## src/design/rpm_pkg.sv

```systemverilog
// constants and types for the reset and power mode controller
package rpm_pkg;
  // register indices; byte address is four times the index
  localparam logic [7:0] IDX_POWER_CONTROL = 8'h87;
  localparam logic [7:0] IDX_RESET_SOURCE  = 8'hef;
  localparam logic [7:0] IDX_OSC_CONTROL   = 8'hb2;

  // power_control_reg fields
  localparam int PC_UART0_DOUBLER = 7;
  localparam int PC_UART0_STATSEL = 6;
  localparam int PC_UART1_DOUBLER = 4;
  localparam int PC_UART1_STATSEL = 3;
  localparam int PC_STOP          = 1;
  localparam int PC_IDLE          = 0;
  localparam logic [7:0] PC_RESET = 8'h00;

  // reset_source_reg fields, also the cause vector positions
  localparam int RS_PIN  = 0;
  localparam int RS_POR  = 1;
  localparam int RS_MCD  = 2;
  localparam int RS_WDT  = 3;
  localparam int RS_SW   = 4;
  localparam int RS_CMP  = 5;
  localparam int RS_CNV  = 6;
  localparam int NUM_SRC = 7;

  // internal_osc_control_reg field
  localparam int OC_CLK_LOSS_EN = 7;

  // timing
  localparam int CLK_MHZ        = 100;
  localparam int POR_TIMEOUT_MS = 100;
  localparam int POR_CYCLES     = POR_TIMEOUT_MS * 1000 * CLK_MHZ;
  localparam int EXIT_CYCLES    = 12;
  localparam int CNT_W          = 24;

  // synchroniser lane positions
  localparam int SY_PIN   = 0;
  localparam int SY_SUP   = 1;
  localparam int SY_MON   = 2;
  localparam int SY_CNV   = 3;
  localparam int SY_CMP   = 4;
  localparam int SY_MCD   = 5;
  localparam int SY_OSC   = 6;
  localparam int SY_W     = 7;

  typedef enum logic [1:0] {
    ST_POR  = 2'b00,
    ST_HOLD = 2'b01,
    ST_EXIT = 2'b10,
    ST_RUN  = 2'b11
  } rpm_state_e;

  typedef struct packed {
    logic [SY_W-1:0]    sy1;
    logic [SY_W-1:0]    sy2;
    rpm_state_e         st;
    logic [CNT_W-1:0]   cnt;
    logic [NUM_SRC-1:0] cause;
    logic [NUM_SRC-1:0] flags;
    logic               u0_dbl;
    logic               u0_sel;
    logic               u1_dbl;
    logic               u1_sel;
    logic               cnv_en;
    logic               cmp_en;
    logic               mcd_en;
    logic               stop_req;
    logic               idle_req;
    logic               stop_mode;
    logic               idle_mode;
    logic               ack;
    logic [7:0]         rdata;
  } rpm_regs_s;
endpackage : rpm_pkg

```

## src/design/rpm_reset_power_ctrl.sv

```systemverilog
// reset sequencer, reset source recording and idle/stop power modes
//
// Implementation choice: the Avalon-MM slave port.
`timescale 1ns/10ps
module rpm_reset_power_ctrl #(
  parameter int POR_CYCLES = rpm_pkg::POR_CYCLES
) (
  input  wire logic        clk_i,
  input  wire logic        arst_n_i,
  // avalon-mm slave
  input  wire logic [9:0]  avs_address_i,
  input  wire logic        avs_read_i,
  input  wire logic        avs_write_i,
  input  wire logic [31:0] avs_writedata_i,
  input  wire logic [3:0]  avs_byteenable_i,
  output logic [31:0]      avs_readdata_o,
  output logic             avs_waitrequest_o,
  // reset sources
  input  wire logic        reset_pin_i,
  output logic             reset_pin_o,
  output logic             reset_pin_oe_o,
  input  wire logic        supply_ok_i,
  input  wire logic        supply_monitor_enable_pin_i,
  input  wire logic        convert_start_input_i,
  input  wire logic        comparator0_below_i,
  input  wire logic        clock_loss_timeout_i,
  input  wire logic        watchdog_timeout_i,
  input  wire logic        osc_stable_i,
  // processor handshake
  input  wire logic        instr_end_i,
  input  wire logic        irq_pending_i,
  // reset and clock controls
  output logic             sys_rst_n_o,
  output logic             port_latch_preset_o,
  output logic             weak_pullup_en_o,
  output logic             cpu_clk_en_o,
  output logic             periph_clk_en_o,
  output logic             osc_en_o,
  // uart controls
  output logic             uart0_baud_div2_en_o,
  output logic             uart1_baud_div2_en_o,
  output logic             uart0_status_view_sel_o,
  output logic             uart1_status_view_sel_o
);

  rpm_pkg::rpm_regs_s q;
  rpm_pkg::rpm_regs_s next_q;

  localparam logic [rpm_pkg::CNT_W-1:0] POR_LAST  = rpm_pkg::CNT_W'(POR_CYCLES - 1);
  localparam logic [rpm_pkg::CNT_W-1:0] EXIT_LAST = rpm_pkg::CNT_W'(rpm_pkg::EXIT_CYCLES - 1);

  // register read view; stop/idle and reserved bits read as zero
  function automatic logic [7:0] rd_view(input logic [7:0] idx, input rpm_pkg::rpm_regs_s r);
    logic [7:0] v;
    v = 8'h00;
    unique case (idx)
      rpm_pkg::IDX_POWER_CONTROL: begin
        v[rpm_pkg::PC_UART0_DOUBLER] = r.u0_dbl;
        v[rpm_pkg::PC_UART0_STATSEL] = r.u0_sel;
        v[rpm_pkg::PC_UART1_DOUBLER] = r.u1_dbl;
        v[rpm_pkg::PC_UART1_STATSEL] = r.u1_sel;
      end
      rpm_pkg::IDX_RESET_SOURCE: begin
        v[rpm_pkg::NUM_SRC-1:0] = r.flags;
      end
      rpm_pkg::IDX_OSC_CONTROL: begin
        v[rpm_pkg::OC_CLK_LOSS_EN] = r.mcd_en;
      end
      default: v = 8'h00;
    endcase
    return v;
  endfunction : rd_view

  // command bit written to the reset source register; shared by the soft and forced power-on paths
  function automatic logic rs_cmd(input logic w, input logic [7:0] i, input logic [31:0] d, input int b);
    return w && (i == rpm_pkg::IDX_RESET_SOURCE) && d[b];
  endfunction : rs_cmd

  // one step of a saturating sequence counter, shared by the power-on and exit timeouts
  function automatic logic [rpm_pkg::CNT_W-1:0] count_up(input logic [rpm_pkg::CNT_W-1:0] c,
                                                         input logic [rpm_pkg::CNT_W-1:0] last);
    logic [rpm_pkg::CNT_W-1:0] n;
    n = c;
    if (c < last) begin
      n = c + 1'b1;
    end
    return n;
  endfunction : count_up

  logic [7:0]                 idx;
  logic                       wr;
  logic                       sup_low;
  logic [rpm_pkg::NUM_SRC-1:0] src;
  logic                       osc_ok;
  logic                       level_active;

  always_comb begin
    next_q = q;
    next_q.ack = 1'b0;
    idx = avs_address_i[9:2];
    // each lane placed by its position constant so the map cannot drift
    next_q.sy1[rpm_pkg::SY_PIN] = reset_pin_i;
    next_q.sy1[rpm_pkg::SY_SUP] = supply_ok_i;
    next_q.sy1[rpm_pkg::SY_MON] = supply_monitor_enable_pin_i;
    next_q.sy1[rpm_pkg::SY_CNV] = convert_start_input_i;
    next_q.sy1[rpm_pkg::SY_CMP] = comparator0_below_i;
    next_q.sy1[rpm_pkg::SY_MCD] = clock_loss_timeout_i;
    next_q.sy1[rpm_pkg::SY_OSC] = osc_stable_i;
    next_q.sy2 = q.sy1;
    osc_ok = q.sy2[rpm_pkg::SY_OSC];

    // one wait cycle: capture on the first cycle, complete on the second
    if ((avs_read_i || avs_write_i) && !q.ack) begin
      next_q.ack   = 1'b1;
      next_q.rdata = rd_view(idx, q);
    end
    // writes only land while the processor runs; in reset registers other than cnv_en and cmp_en stay at defaults
    wr = avs_write_i && q.ack && avs_byteenable_i[0] && (q.st == rpm_pkg::ST_RUN);

    sup_low = q.sy2[rpm_pkg::SY_MON] && !q.sy2[rpm_pkg::SY_SUP];
    src = '0;
    src[rpm_pkg::RS_PIN] = !q.sy2[rpm_pkg::SY_PIN] && (q.st != rpm_pkg::ST_POR);
    src[rpm_pkg::RS_POR] = sup_low || rs_cmd(wr, idx, avs_writedata_i, rpm_pkg::RS_POR);
    src[rpm_pkg::RS_MCD] = q.mcd_en && q.sy2[rpm_pkg::SY_MCD];
    src[rpm_pkg::RS_WDT] = watchdog_timeout_i;
    src[rpm_pkg::RS_SW]  = rs_cmd(wr, idx, avs_writedata_i, rpm_pkg::RS_SW);
    src[rpm_pkg::RS_CMP] = q.cmp_en && q.sy2[rpm_pkg::SY_CMP];
    src[rpm_pkg::RS_CNV] = q.cnv_en && !q.sy2[rpm_pkg::SY_CNV];
    // level sources keep the device in hold while asserted, except clock loss, whose mcd_en clears in the first hold cycle
    level_active = src[rpm_pkg::RS_PIN] || src[rpm_pkg::RS_CMP] || src[rpm_pkg::RS_CNV] ||
                   src[rpm_pkg::RS_MCD];

    // register writes
    if (wr) begin
      unique case (idx)
        rpm_pkg::IDX_POWER_CONTROL: begin
          // reserved bits 5 and 2 are not stored
          next_q.u0_dbl = avs_writedata_i[rpm_pkg::PC_UART0_DOUBLER];
          next_q.u0_sel = avs_writedata_i[rpm_pkg::PC_UART0_STATSEL];
          next_q.u1_dbl = avs_writedata_i[rpm_pkg::PC_UART1_DOUBLER];
          next_q.u1_sel = avs_writedata_i[rpm_pkg::PC_UART1_STATSEL];
          if (avs_writedata_i[rpm_pkg::PC_STOP]) begin
            next_q.stop_req = 1'b1;
          end
          if (avs_writedata_i[rpm_pkg::PC_IDLE]) begin
            next_q.idle_req = 1'b1;
          end
        end
        rpm_pkg::IDX_RESET_SOURCE: begin
          next_q.cnv_en = avs_writedata_i[rpm_pkg::RS_CNV];
          next_q.cmp_en = avs_writedata_i[rpm_pkg::RS_CMP];
        end
        rpm_pkg::IDX_OSC_CONTROL: begin
          next_q.mcd_en = avs_writedata_i[rpm_pkg::OC_CLK_LOSS_EN];
        end
        default: next_q.mcd_en = q.mcd_en;
      endcase
    end

    // power modes take effect once the writing instruction has ended
    if (q.stop_req && instr_end_i) begin
      next_q.stop_mode = 1'b1;
      next_q.stop_req  = 1'b0;
    end
    if (q.idle_req && instr_end_i) begin
      next_q.idle_mode = 1'b1;
      next_q.idle_req  = 1'b0;
    end
    if (q.idle_mode && irq_pending_i) begin
      next_q.idle_mode = 1'b0;
    end

    // reset sequencer
    unique case (q.st)
      rpm_pkg::ST_RUN: begin
        if (src[rpm_pkg::RS_POR]) begin
          next_q.st    = rpm_pkg::ST_POR;
          next_q.cnt   = '0;
          next_q.cause = '0;
          next_q.cause[rpm_pkg::RS_POR] = 1'b1;
        end else if (|src) begin
          next_q.st    = rpm_pkg::ST_HOLD;
          next_q.cause = src;
        end
      end
      rpm_pkg::ST_HOLD: begin
        next_q.cause = q.cause | src;
        if (src[rpm_pkg::RS_POR]) begin
          next_q.st    = rpm_pkg::ST_POR;
          next_q.cnt   = '0;
          next_q.cause = '0;
          next_q.cause[rpm_pkg::RS_POR] = 1'b1;
        end else if (!level_active) begin
          next_q.st  = rpm_pkg::ST_EXIT;
          next_q.cnt = '0;
        end
      end
      rpm_pkg::ST_EXIT: begin
        if (src[rpm_pkg::RS_POR]) begin
          next_q.st    = rpm_pkg::ST_POR;
          next_q.cnt   = '0;
          next_q.cause = '0;
          next_q.cause[rpm_pkg::RS_POR] = 1'b1;
        end else if (level_active) begin
          next_q.st    = rpm_pkg::ST_HOLD;
          next_q.cause = q.cause | src;
        end else if (q.cnt >= EXIT_LAST && osc_ok) begin
          next_q.st    = rpm_pkg::ST_RUN;
          next_q.flags = q.cause;
        end else begin
          next_q.cnt = count_up(q.cnt, EXIT_LAST);
        end
      end
      rpm_pkg::ST_POR: begin
        if (sup_low) begin
          next_q.cnt = '0;
        end else if (q.cnt >= POR_LAST && osc_ok && q.sy2[rpm_pkg::SY_PIN]) begin
          // the pin is let go at the timeout; waiting until it reads high keeps the block's
          // own drive from coming back through the synchroniser as an outside pin reset
          next_q.st    = rpm_pkg::ST_RUN;
          next_q.flags = '0;
          next_q.flags[rpm_pkg::RS_POR] = 1'b1;
        end else begin
          next_q.cnt = count_up(q.cnt, POR_LAST);
        end
      end
    endcase

    // every control register except the cnv_en and cmp_en enables returns to its default while in reset
    if (q.st != rpm_pkg::ST_RUN) begin
      next_q.u0_dbl    = rpm_pkg::PC_RESET[rpm_pkg::PC_UART0_DOUBLER];
      next_q.u0_sel    = rpm_pkg::PC_RESET[rpm_pkg::PC_UART0_STATSEL];
      next_q.u1_dbl    = rpm_pkg::PC_RESET[rpm_pkg::PC_UART1_DOUBLER];
      next_q.u1_sel    = rpm_pkg::PC_RESET[rpm_pkg::PC_UART1_STATSEL];
      next_q.stop_req  = 1'b0;
      next_q.idle_req  = 1'b0;
      next_q.stop_mode = 1'b0;
      next_q.idle_mode = 1'b0;
      next_q.mcd_en    = 1'b0;
    end
    // enables stay armed through hold so a level source keeps its reset;
    // they drop on the way out
    if (q.st != rpm_pkg::ST_RUN && next_q.st == rpm_pkg::ST_RUN) begin
      next_q.cnv_en = 1'b0;
      next_q.cmp_en = 1'b0;
    end
  end

  always_ff @(posedge clk_i or negedge arst_n_i) begin
    if (!arst_n_i) begin
      q       <= '0;
      q.st    <= rpm_pkg::ST_POR;
      q.cause <= 7'h02;
    end else begin
      q <= next_q;
    end
  end

  assign avs_waitrequest_o = (avs_read_i || avs_write_i) && !q.ack;
  assign avs_readdata_o    = {24'h000000, q.rdata};

  // deasserts only on a clock edge since it comes straight from the state flop
  // no memory clear here: data memory is never touched by this block
  assign sys_rst_n_o         = (q.st == rpm_pkg::ST_RUN);
  assign port_latch_preset_o = (q.st != rpm_pkg::ST_RUN);
  assign weak_pullup_en_o    = (q.st == rpm_pkg::ST_RUN);
  // only the power-on path drives the pin; other sources leave it alone
  assign reset_pin_o         = 1'b0;
  assign reset_pin_oe_o      = (q.st == rpm_pkg::ST_POR) && (q.cnt < POR_LAST);
  assign cpu_clk_en_o        = (q.st == rpm_pkg::ST_RUN) && !q.stop_mode && !q.idle_mode;
  assign periph_clk_en_o     = !q.stop_mode;
  assign osc_en_o            = !q.stop_mode;

  assign uart0_baud_div2_en_o    = !q.u0_dbl;
  assign uart1_baud_div2_en_o    = !q.u1_dbl;
  assign uart0_status_view_sel_o = q.u0_sel;
  assign uart1_status_view_sel_o = q.u1_sel;

endmodule : rpm_reset_power_ctrl

```

## config.mk

```make
export PLATFORM = sky130hd
export DESIGN_NAME = rpm_reset_power_ctrl
export DESIGN_NICKNAME = d
export VERILOG_FILES = /design/src/design/rpm_pkg.sv /design/src/design/rpm_reset_power_ctrl.sv
export SDC_FILE = /design/constraint.sdc
export NUM_CORES = 1
export LEC_CHECK = 0
export BUFFER_PORTS_ARGS = -buffer_cell sky130_fd_sc_hd__buf_2
export CORE_MARGIN = 2
export CORE_UTILIZATION = 59
export CTS_BUF_LIST = sky130_fd_sc_hd__clkbuf_8
export DETAILED_ROUTE_END_ITERATION = 10
export HOLD_SLACK_MARGIN = 0.05
export MAX_ROUTING_LAYER = met4
export PLACE_DENSITY = 0.95
export SLEW_MARGIN = 10
export SYNTH_ARGS = -nofsm -noshare
export SYNTH_HDL_FRONTEND = slang
export SYNTH_SLANG_ARGS = --single-unit
```

## constraint.sdc

```tcl
create_clock -name clk_i -period 4.28 [get_ports clk_i]
set_input_delay 0.214 -clock clk_i [delete_from_list [all_inputs] [get_ports clk_i]]
set_output_delay 0.214 -clock clk_i [all_outputs]
set_load 0.02 [all_outputs]
```

==> results.sh, run 1 <==
export IMPL_max_stage_delay_ns=0.46
export IMPL_r2r_start="q[58]$_DFF_PN0_"
export IMPL_avgSynthCellArea_um2=9.313
export IMPL_clkPwrFrac_pct=29.8
export IMPL_synth_edf_count=0
export IMPL_wirelength_um=8553
export IMPL_syn_inst=431
export IMPL_r2r_end="q[46]$_DFFE_PN0P_"
export IMPL_drive_gt1_share_pct=17.33
export IMPL_yosysSeqAreaShare_pct=46.17
export IMPL_gp_congestion=0.8625
export IMPL_area_growth_pct=9.445
export IMPL_drt_iter0_drc=255
export IMPL_first_global_vias=3042
export IMPL_rows=30
export IMPL_max_slew_margin_pct=50.13
export IMPL_grt_ovfl_total=0
export IMPL_syn_area_um2=4014
export IMPL_drcViolationCount=0
export IMPL_yosys_area_share_simple_pct=19.70
export IMPL_drv_slew=0
export IMPL_vias=3323
export IMPL_internal_power_mw=1.198
export IMPL_end_kind="flop"
export IMPL_crit_type="flop to flop"
export IMPL_async_flop_share_pct=100.0
export IMPL_cp_depth=8
export IMPL_critPathArrivalTime_ns=3.32
export IMPL_crit_buf_inv=1
export IMPL_die_area_um2=7479
export IMPL_grt_max_degree=42
export IMPL_setup_violations_final=0
export IMPL_cts_max_level=3
export IMPL_p_comb_share_pct=24.8
export IMPL_fin_crit_sh_pct=71.88
export IMPL_period_minus_slack_ns=3.076
export IMPL_post_cts_resized=0
export IMPL_crit_start="q[58]$_DFF_PN0_"
export IMPL_layout_commonest_cell="dfrtp_1"
export IMPL_cp_max_fo=27
export IMPL_crit_required_ns=4.52
export IMPL_cts_hold_buf=8
export IMPL_cts_root_buf="clkbuf_8"
export IMPL_fin_setup_tns_ns=0
export IMPL_nets=541
export IMPL_worstRegToRegCells=8
export IMPL_yosys_top_cells_area="dfrtp_1 46%, buf_4 6.5%, o21ai_0 5.4%"
export IMPL_worst_slew_pin_slew_ns=0.7481
export IMPL_synth_top_family_by_area="simple AND/OR/NAND/NOR gates"
export IMPL_p_sw_mw=0.6237
export IMPL_io_pins=105
export IMPL_final_cell_mix="73 x dfrtp_1, 49 x buf_2, 48 x nand2_1"
export IMPL_ys_seq_elements=74
export IMPL_antennaDiodeCount=0
export IMPL_synth_xor_area_share_pct=0
export IMPL_cts_tree="built"
export IMPL_yosys_mux_area_fraction_pct=2.307
export IMPL_antenna_found_initial=0
export IMPL_portBuffers=49
export IMPL_critPathSlowestCell="ha_1"
export IMPL_rsz0062_at_grt="no"
export IMPL_power_density_nw_per_um2=414.7
export IMPL_track_usage_pct=24.45
export IMPL_timing_fmax_mhz=325.1
export IMPL_grt_pass1_wl_um=14040
export IMPL_fin_skew_ns=0.01030
export IMPL_post_drt_via_cell_ratio=5.945
export IMPL_wl_per_cell_um=15.30
export IMPL_vdd_drop_max_v=0.0002999
export IMPL_post_cts_buffers=0
export IMPL_synth_compound_area_share_pct=19.58
export IMPL_crit_path_end="q[46]$_DFFE_PN0P_"
export IMPL_firstDrtPassIters=4
export IMPL_placedCellCount=535
export IMPL_ant_nets=0
export IMPL_power_leakage_nw=2.018
export IMPL_critical_path_cell_chain="inv_1, ha_1, o2111ai_1, a21oi_1, a21oi_2, a31o_4, or2_4, o41ai_1"
export IMPL_cts_num_sinks=74
export IMPL_ys_flop_type="dfrtp_1"
export IMPL_coreArea_um2=6681
export IMPL_min_path_type="input pin to flop"
export IMPL_synth_top_area_share_pct=45.51
export IMPL_die_w_um=86.48
export IMPL_reg2reg_setup_slack_ns=1.20
export IMPL_yosysTopAreaCell="dfrtp_1"
export IMPL_yosysWarnings=0
export IMPL_outcome="finished clean"
export IMPL_clock_latency_ns=0.35
export IMPL_numCtsBuffers=9
export IMPL_hold_violations=0
export IMPL_die_height_um=86.48
export IMPL_swShare_pct=34.24
export IMPL_max_cap_violations=0
export IMPL_cpLargestDelayFamily="compound AO/OA/AOI/OAI gates"
export IMPL_clockBufferDepth=2
export IMPL_startpoint_type="flop"
export IMPL_synthAdderAreaFrac_pct=2.182
export IMPL_dp_final_hpwl_um=5995
export IMPL_layoutNonFillerInstCount=559
export IMPL_clk_pin_slew_ns=0.08
export IMPL_seqPwrFrac_pct=45.4
export IMPL_start_util_pct=60.07
export IMPL_synth_lib_cells_used_distinct=59
final cells by class:
class                   count  area, um2
repair buffers             58      332.8
multi-input cells         316       1851
clock buffers               9      123.9
clock inverters             7      76.32
flip-flops and latches     74       1853
well taps                  80      100.1
fillers                   511       2288
inverters                  15      56.30
per-stage QoR:
step	worst slack [ns]	area, um2	power [mW]	util (%)	hold slack, ns
after floorplan	1.719	4104	1.189	-	-0.08159
after global placement	1.341	4113	1.242	61.55	0.3208
after detailed placement	1.263	4113	1.277	61.55	0.3168
after CTS	1.227	4393	1.825	65.75	0.1101
after global routing	0.9486	4393	1.925	65.75	0.1105
final	1.204	4393	1.822	65.75	0.1187
Yosys cell counts (all sizes together), types with 2 or more instances:
cell type	instances
a211o	2
a211oi	6
a21o	3
a21oi	16
a221oi	3
a22oi	9
a31o	3
a31oi	4
and2	2
and3	9
and4	3
buf	43
clkbuf	7
dfrtp	73
ha	7
inv	15
mux2	2
mux2i	7
nand2	48
nand2b	8
nand3	13
nand3b	2
nand4	4
nor2	36
nor2b	6
nor3	10
nor4	8
o21ai	46
o22a	2
o31ai	16
o41ai	3
or2	3
or3	2
flip-flops by register name, summed over array words and instances, names as in the netlist:
signal,flops
q,56
uart1_status_view_sel_o,1
uart0_status_view_sel_o,1
avs_readdata_o,8
osc_ok,1
next_q,7
tightest hold or removal path, cell delays in order:
cell,delay (ns)
buf_2,0.08
mux2i_1,0.06
nor2_1,0.08
worst min path at each step:
stage / startpoint / to / slack (ns) / cells after the start
floorplan: arst_n_i / avs_readdata_o[0]$_DFFE_PN0P_ / -0.08 / 0
global placement: arst_n_i / q[9]$_DFFE_PN0P_ / 0.32 / 1
detailed placement: arst_n_i / q[9]$_DFFE_PN0P_ / 0.32 / 1
CTS: avs_writedata_i[5] / q[14]$_DFFE_PN0P_ / 0.11 / 3
global route: avs_writedata_i[5] / q[14]$_DFFE_PN0P_ / 0.11 / 3
finish: avs_writedata_i[5] / q[14]$_DFFE_PN0P_ / 0.12 / 3
power groups by stage:
stage	Clock, mW	Sequential [mW]	Combinational, mW
floorplan	0	0.822	0.368
detailed placement	0	0.838	0.439
global placement	0	0.831	0.411
finish	0.544	0.827	0.451
global route	0.583	0.835	0.508
CTS	0.552	0.826	0.447
kinds of logic after synthesis:
family / count (synthesis)
simple gates: 157
flops: 74
fa+ha+maj: 7
buf+inv: 65
other cells: 1
mux: 9
compound gates: 118
layer usage:
layer / wire length, um / GRT usage (%) / part of all wire (%) / up-vias
met5: 0 / - / 0 / -
met1: 3686 / 31.70 / 43 / 1616
met3: 460 / 3.905 / 5.4 / 11
li1: - / - / - / 1575
met4: 110 / 11.08 / 1.3 / 0
met2: 4295 / 38.04 / 50 / 121
(Power assumes the default switching activity.)
==> inputs of run 2 (changes only) <==
- CORE_UTILIZATION: 59 -> 55
- PLACE_DENSITY: 0.95 -> 0.9
- clock period: 4.28 -> 3 ns (I/O delays scaled with it)
==> results.sh, run 2 (synthesis results as in run 1) <==
export IMPL_outcome="finished clean"
export IMPL_fin_skew_ns=0.01340
export IMPL_setup_violations_final=0
export IMPL_worstRegToRegCells=8
export IMPL_critPathSlowestCell="nor4_4"
export IMPL_track_usage_pct=22.65
export IMPL_largest_reg_flops=56
export IMPL_cts_num_sinks=74
export IMPL_min_path_type="input pin to flop"
export IMPL_end_kind="flop"
export IMPL_firstDrtPassIters=7
export IMPL_antennaDiodeCount=0
export IMPL_whs_ns=0.06812
export IMPL_grt_pass1_wl_um=13600
export IMPL_crit_buf_inv=0
export IMPL_start_util_pct=55.94
export IMPL_wirelength_um=8514
export IMPL_numCtsBuffers=9
export IMPL_rows=31
export IMPL_rsz0062_at_grt="no"
export IMPL_nets=546
export IMPL_gp_congestion=0.8766
export IMPL_startpoint_type="flop"
export IMPL_wl_per_cell_um=14.60
export IMPL_cts_root_buf="clkbuf_8"
export IMPL_cp_depth=8
export IMPL_power_leakage_nw=2.054
export IMPL_min_path_cells=3
export IMPL_drv_slew=0
export IMPL_cts_tree="built"
export IMPL_top_register="q"
export IMPL_max_cap_violations=0
export IMPL_vdd_drop_max_v=0.0003499
export IMPL_drt_iter0_drc=239
export IMPL_area_growth_pct=11.53
export IMPL_period_minus_slack_ns=2.651
export IMPL_fin_setup_tns_ns=0
export IMPL_fin_util_pct=62.39
export IMPL_coreArea_um2=7176
export IMPL_layout_commonest_cell="dfrtp_1"
export IMPL_die_height_um=89.43
export IMPL_hold_violations=0
export IMPL_ant_nets=0
export IMPL_io_pins=105
export IMPL_max_stage_delay_ns=0.52
export IMPL_cp_max_fo=22
export IMPL_crit_type="flop to flop"
export IMPL_clk_pin_slew_ns=0.08
export IMPL_clockBufferDepth=2
export IMPL_cpLargestDelayFamily="simple AND/OR/NAND/NOR gates"
export IMPL_first_global_vias=2936
export IMPL_max_slew_margin_pct=42.72
export IMPL_drcViolationCount=0
export IMPL_post_drt_via_cell_ratio=5.688
export IMPL_portBuffers=49
export IMPL_dp_final_hpwl_um=5993
export IMPL_critPathArrivalTime_ns=2.89
export IMPL_fin_crit_sh_pct=88.35
export IMPL_critical_path_cell_chain="ha_1, nand4_2, nor4_4, a21o_4, a21oi_2, a31o_4, or2_4, o41ai_1"
export IMPL_grt_max_degree=39
export IMPL_timing_fmax_mhz=377.3
export IMPL_grt_ovfl_total=0
export IMPL_post_cts_resized=0
export IMPL_antenna_found_initial=0
export IMPL_nFillCells=568
export IMPL_crit_required_ns=3.23
export IMPL_clock_latency_ns=0.35
export IMPL_drive_gt1_share_pct=17.98
export IMPL_worst_slew_pin_slew_ns=0.8592
export IMPL_die_w_um=89.43
export IMPL_cts_max_level=3
export IMPL_final_cell_mix="73 x dfrtp_1, 49 x buf_2, 48 x nand2_1"
export IMPL_power_density_nw_per_um2=589.2
export IMPL_vias=3316
export IMPL_multi_input_area_um2=1851
export IMPL_regArea_um2=1853
export IMPL_die_area_um2=7997
==> run 2: cell count changes in the layout (fill, tap and decap cells not counted), sizes merged <==
cell,previous run,this run
inv,17,19
clkinvlp,2,1
buf,50,54
dlygate4sd3,8,9
clkinv,2,1
==> run 2: worst reg2reg max path: stages (launching register included) <==
cell	delay (ns)
dfrtp_1	0.44
ha_1	0.24
nand4_2	0.14
nor4_4	0.52
a21o_4	0.26
a21oi_2	0.05
a31o_4	0.20
or2_4	0.33
o41ai_1	0.37
==> run 2: worst paths after layout <==
kind	from	endpoint	slack (ns)
min	irq_pending_i	q[9]$_DFFE_PN0P_	0.07
max	q[58]$_DFF_PN0_	q[46]$_DFFE_PN0P_	0.35
max in group asynchronous	arst_n_i	q[28]$_DFFE_PN1P_	1.81
min in group asynchronous	arst_n_i	q[11]$_DFFE_PN0P_	0.46
max reg2reg	q[58]$_DFF_PN0_	q[46]$_DFFE_PN0P_	0.35
min reg2reg	next_q[64]$_DFF_PN0_	q[64]$_DFF_PN0_	0.36
==> run 2: area by class of cell <==
cell class | count | share of cell area, %
clock inverters | 7 | 1.873
clock buffers | 9 | 2.767
flip-flops and latches | 74 | 41.39
repair buffers | 63 | 8.608
well taps | 99 | 2.767
inverters | 15 | 1.258
multi-input cells | 316 | 41.34
==> run 2: timing repair <==
action / in CTS / in global routing
hold buffers: 9 / 0
setup endpoints to repair: 0 / 0
hold endpoints to repair: 45 / 0
buffers inserted: 0 / 0
==> run 2: per-stage QoR <==
step | worst slack (ns) | area (um2) | total power, mW | std cells
2_1_floorplan | 0.4388 | 4104 | 1.697 | 455
3_3_place_gp | 0.4778 | 4179 | 1.794 | 558
3_5_place_dp | 0.3520 | 4179 | 1.831 | 558
4_1_cts | 0.3446 | 4477 | 2.649 | 583
5_1_grt | 0.2180 | 4477 | 2.796 | 583
6_report | 0.3494 | 4477 | 2.638 | 583
==> run 2: power breakdown <==
part / internal (mW) / leakage [nW] / switching [mW] / total (mW)
Sequential: 1.10 / 0.957 / 0.0800 / 1.18
Clock: 0.400 / 0.103 / 0.406 / 0.806
Combinational: 0.234 / 0.993 / 0.418 / 0.653
Total: 1.73 / 2.05 / 0.904 / 2.64
==> run 2: metal layers <==
metal	GRT usage (%)	part of all wire, %	routed length, um	vias to the layer above
li1	-	-	-	1583
met1	28.48	44	3743	1575
met2	35.62	48	4051	139
met3	4.617	6.2	527	19
met4	9.634	2.3	192	0
met5	-	0	0	-
==> inputs of run 3 (changes only) <==
- CORE_MARGIN: 2 -> not set
==> results.sh, run 3 (synthesis results as in run 1) <==
export IMPL_outcome="finished clean"
export IMPL_clockBufferDepth=2
export IMPL_worst_slew_pin_slew_ns=0.8854
export IMPL_power_density_nw_per_um2=592.4
export IMPL_post_cts_resized=0
export IMPL_grt_ovfl_total=0
export IMPL_grt_max_degree=40
export IMPL_post_drt_via_cell_ratio=5.799
export IMPL_max_stage_delay_ns=0.44
export IMPL_die_w_um=87.43
export IMPL_antennaDiodeCount=0
export IMPL_fin_skew_ns=0.009944
export IMPL_crit_type="flop to flop"
export IMPL_period_minus_slack_ns=2.601
export IMPL_seqPwrFrac_pct=44.5
export IMPL_drv_slew=0
export IMPL_fin_crit_sh_pct=86.71
export IMPL_nets=547
export IMPL_rsz0062_at_grt="no"
export IMPL_power_leakage_nw=2.062
export IMPL_fin_setup_tns_ns=0
export IMPL_cpLargestDelayFamily="compound AO/OA/AOI/OAI gates"
export IMPL_critPathArrivalTime_ns=2.83
export IMPL_startpoint_type="flop"
export IMPL_antenna_found_initial=0
export IMPL_critical_path_cell_chain="inv_1, ha_1, o2111ai_1, a21oi_1, a21oi_2, a31o_4, or2_4, o41ai_1"
export IMPL_firstDrtPassIters=5
export IMPL_first_global_vias=3163
export IMPL_io_pins=105
export IMPL_dp_final_hpwl_um=6202
export IMPL_wirelength_um=8825
export IMPL_min_path_type="input pin to flop"
export IMPL_die_height_um=87.43
export IMPL_numCtsBuffers=9
export IMPL_top_register="q"
export IMPL_critPathSlowestCell="dfrtp_1"
export IMPL_final_cell_mix="73 x dfrtp_1, 49 x buf_2, 48 x nand2_1"
export IMPL_hold_violations=0
export IMPL_drt_iter0_drc=201
export IMPL_cts_num_sinks=74
export IMPL_coreArea_um2=6907
export IMPL_start_util_pct=58.12
export IMPL_max_cap_violations=0
export IMPL_p_comb_share_pct=25.0
export IMPL_portBuffers=49
export IMPL_drive_gt1_share_pct=18.14
export IMPL_placedCellCount=556
export IMPL_wl_per_cell_um=15.19
export IMPL_cts_root_buf="clkbuf_8"
export IMPL_max_slew_margin_pct=40.97
export IMPL_track_usage_pct=25.95
export IMPL_clock_latency_ns=0.36
export IMPL_cts_tree="built"
export IMPL_internal_power_mw=1.732
export IMPL_largest_reg_flops=56
export IMPL_vdd_drop_max_v=0.0003820
export IMPL_drcViolationCount=0
export IMPL_die_area_um2=7643
export IMPL_timing_fmax_mhz=384.4
export IMPL_swShare_pct=34.72
export IMPL_cts_max_level=3
export IMPL_layout_commonest_cell="dfrtp_1"
export IMPL_grt_pass1_wl_um=14760
export IMPL_rows=30
export IMPL_crit_required_ns=3.23
export IMPL_ant_nets=0
export IMPL_clkPwrFrac_pct=30.5
export IMPL_p_sw_mw=0.9212
export IMPL_vias=3369
export IMPL_setup_violations_final=0
export IMPL_clk_pin_slew_ns=0.08
export IMPL_cp_max_fo=22
export IMPL_end_kind="flop"
export IMPL_area_growth_pct=11.60
export IMPL_layoutNonFillerInstCount=581
export IMPL_crit_buf_inv=1
export IMPL_gp_congestion=0.8983
-- run 3: layout make-up --
cell class                 instances  area (um2)
clock inverter                     7       82.58
multi-input combinational        316        1851
tap                               96       120.1
timing repair buffer              64       392.9
inverter                          15       56.30
sequential                        74        1853
clock buffer                       9       123.9
fill                             573        2427
-- run 3: per-stage QoR --
| step | instance area (um2) | setup WS (ns) | hold WS, ns | utilization (%) | power [mW] |
|---|---|---|---|---|---|
| 2_1_floorplan | 4104 | 0.4388 | -0.1456 | - | 1.697 |
| 3_5_place_dp | 4183 | 0.4545 | 0.2593 | 60.56 | 1.836 |
| 5_1_grt | 4479 | 0.2093 | 0.06361 | 64.86 | 2.802 |
| 6_report | 4479 | 0.3986 | 0.06180 | 64.86 | 2.654 |
| 3_3_place_gp | 4183 | 0.5245 | 0.2589 | 60.56 | 1.794 |
| 4_1_cts | 4479 | 0.4561 | 0.05009 | 64.86 | 2.658 |
-- run 3: worst min-delay path: stages --
cell and delay [ns]:
buf_2 0.07, mux2_2 0.13, nor2_1 0.03
-- run 3: final timing paths --
check                                  endpoint            startpoint  cells after the start  slack, ns
setup reg to reg              q[39]$_DFFE_PN0P_       q[58]$_DFF_PN0_                      8       0.40
hold reg to reg                 q[61]$_DFF_PN0_  next_q[61]$_DFF_PN0_                      0       0.35
max in group asynchronous  next_q[63]$_DFF_PN0_              arst_n_i                      3       1.86
setup / recovery              q[39]$_DFFE_PN0P_       q[58]$_DFF_PN0_                      8       0.40
min in group asynchronous     q[11]$_DFFE_PN0P_              arst_n_i                      2       0.45
hold / removal                 q[9]$_DFFE_PN0P_         irq_pending_i                      3       0.06
-- run 3: power by group through the flow --
stage                     registers (mW)  logic (mW)  clock network (mW)
after floorplan                     1.17       0.525                   0
after global placement              1.19       0.608                   0
after detailed placement            1.20       0.641                   0
after CTS                           1.18       0.655               0.827
after global routing                1.19       0.744               0.867
final                               1.18       0.664               0.810
-- run 3: timing repair --
| item | 4_1_cts | 5_1_grt |
|---|---|---|
| setup buffers | 0 | 0 |
| hold buffers | 9 | 0 |
| hold endpoints to repair | 45 | 0 |
| endpoints found under the setup margin | 0 | 0 |
-- run 3: per-layer routing --
metal | global-route usage, % | part of all wire, % | vias up
li1 | - | - | 1583
met2 | 40.48 | 48 | 145
met5 | - | 0 | -
met4 | 13.41 | 2.3 | 0
met3 | 5.118 | 6.1 | 19
met1 | 32.09 | 43 | 1622
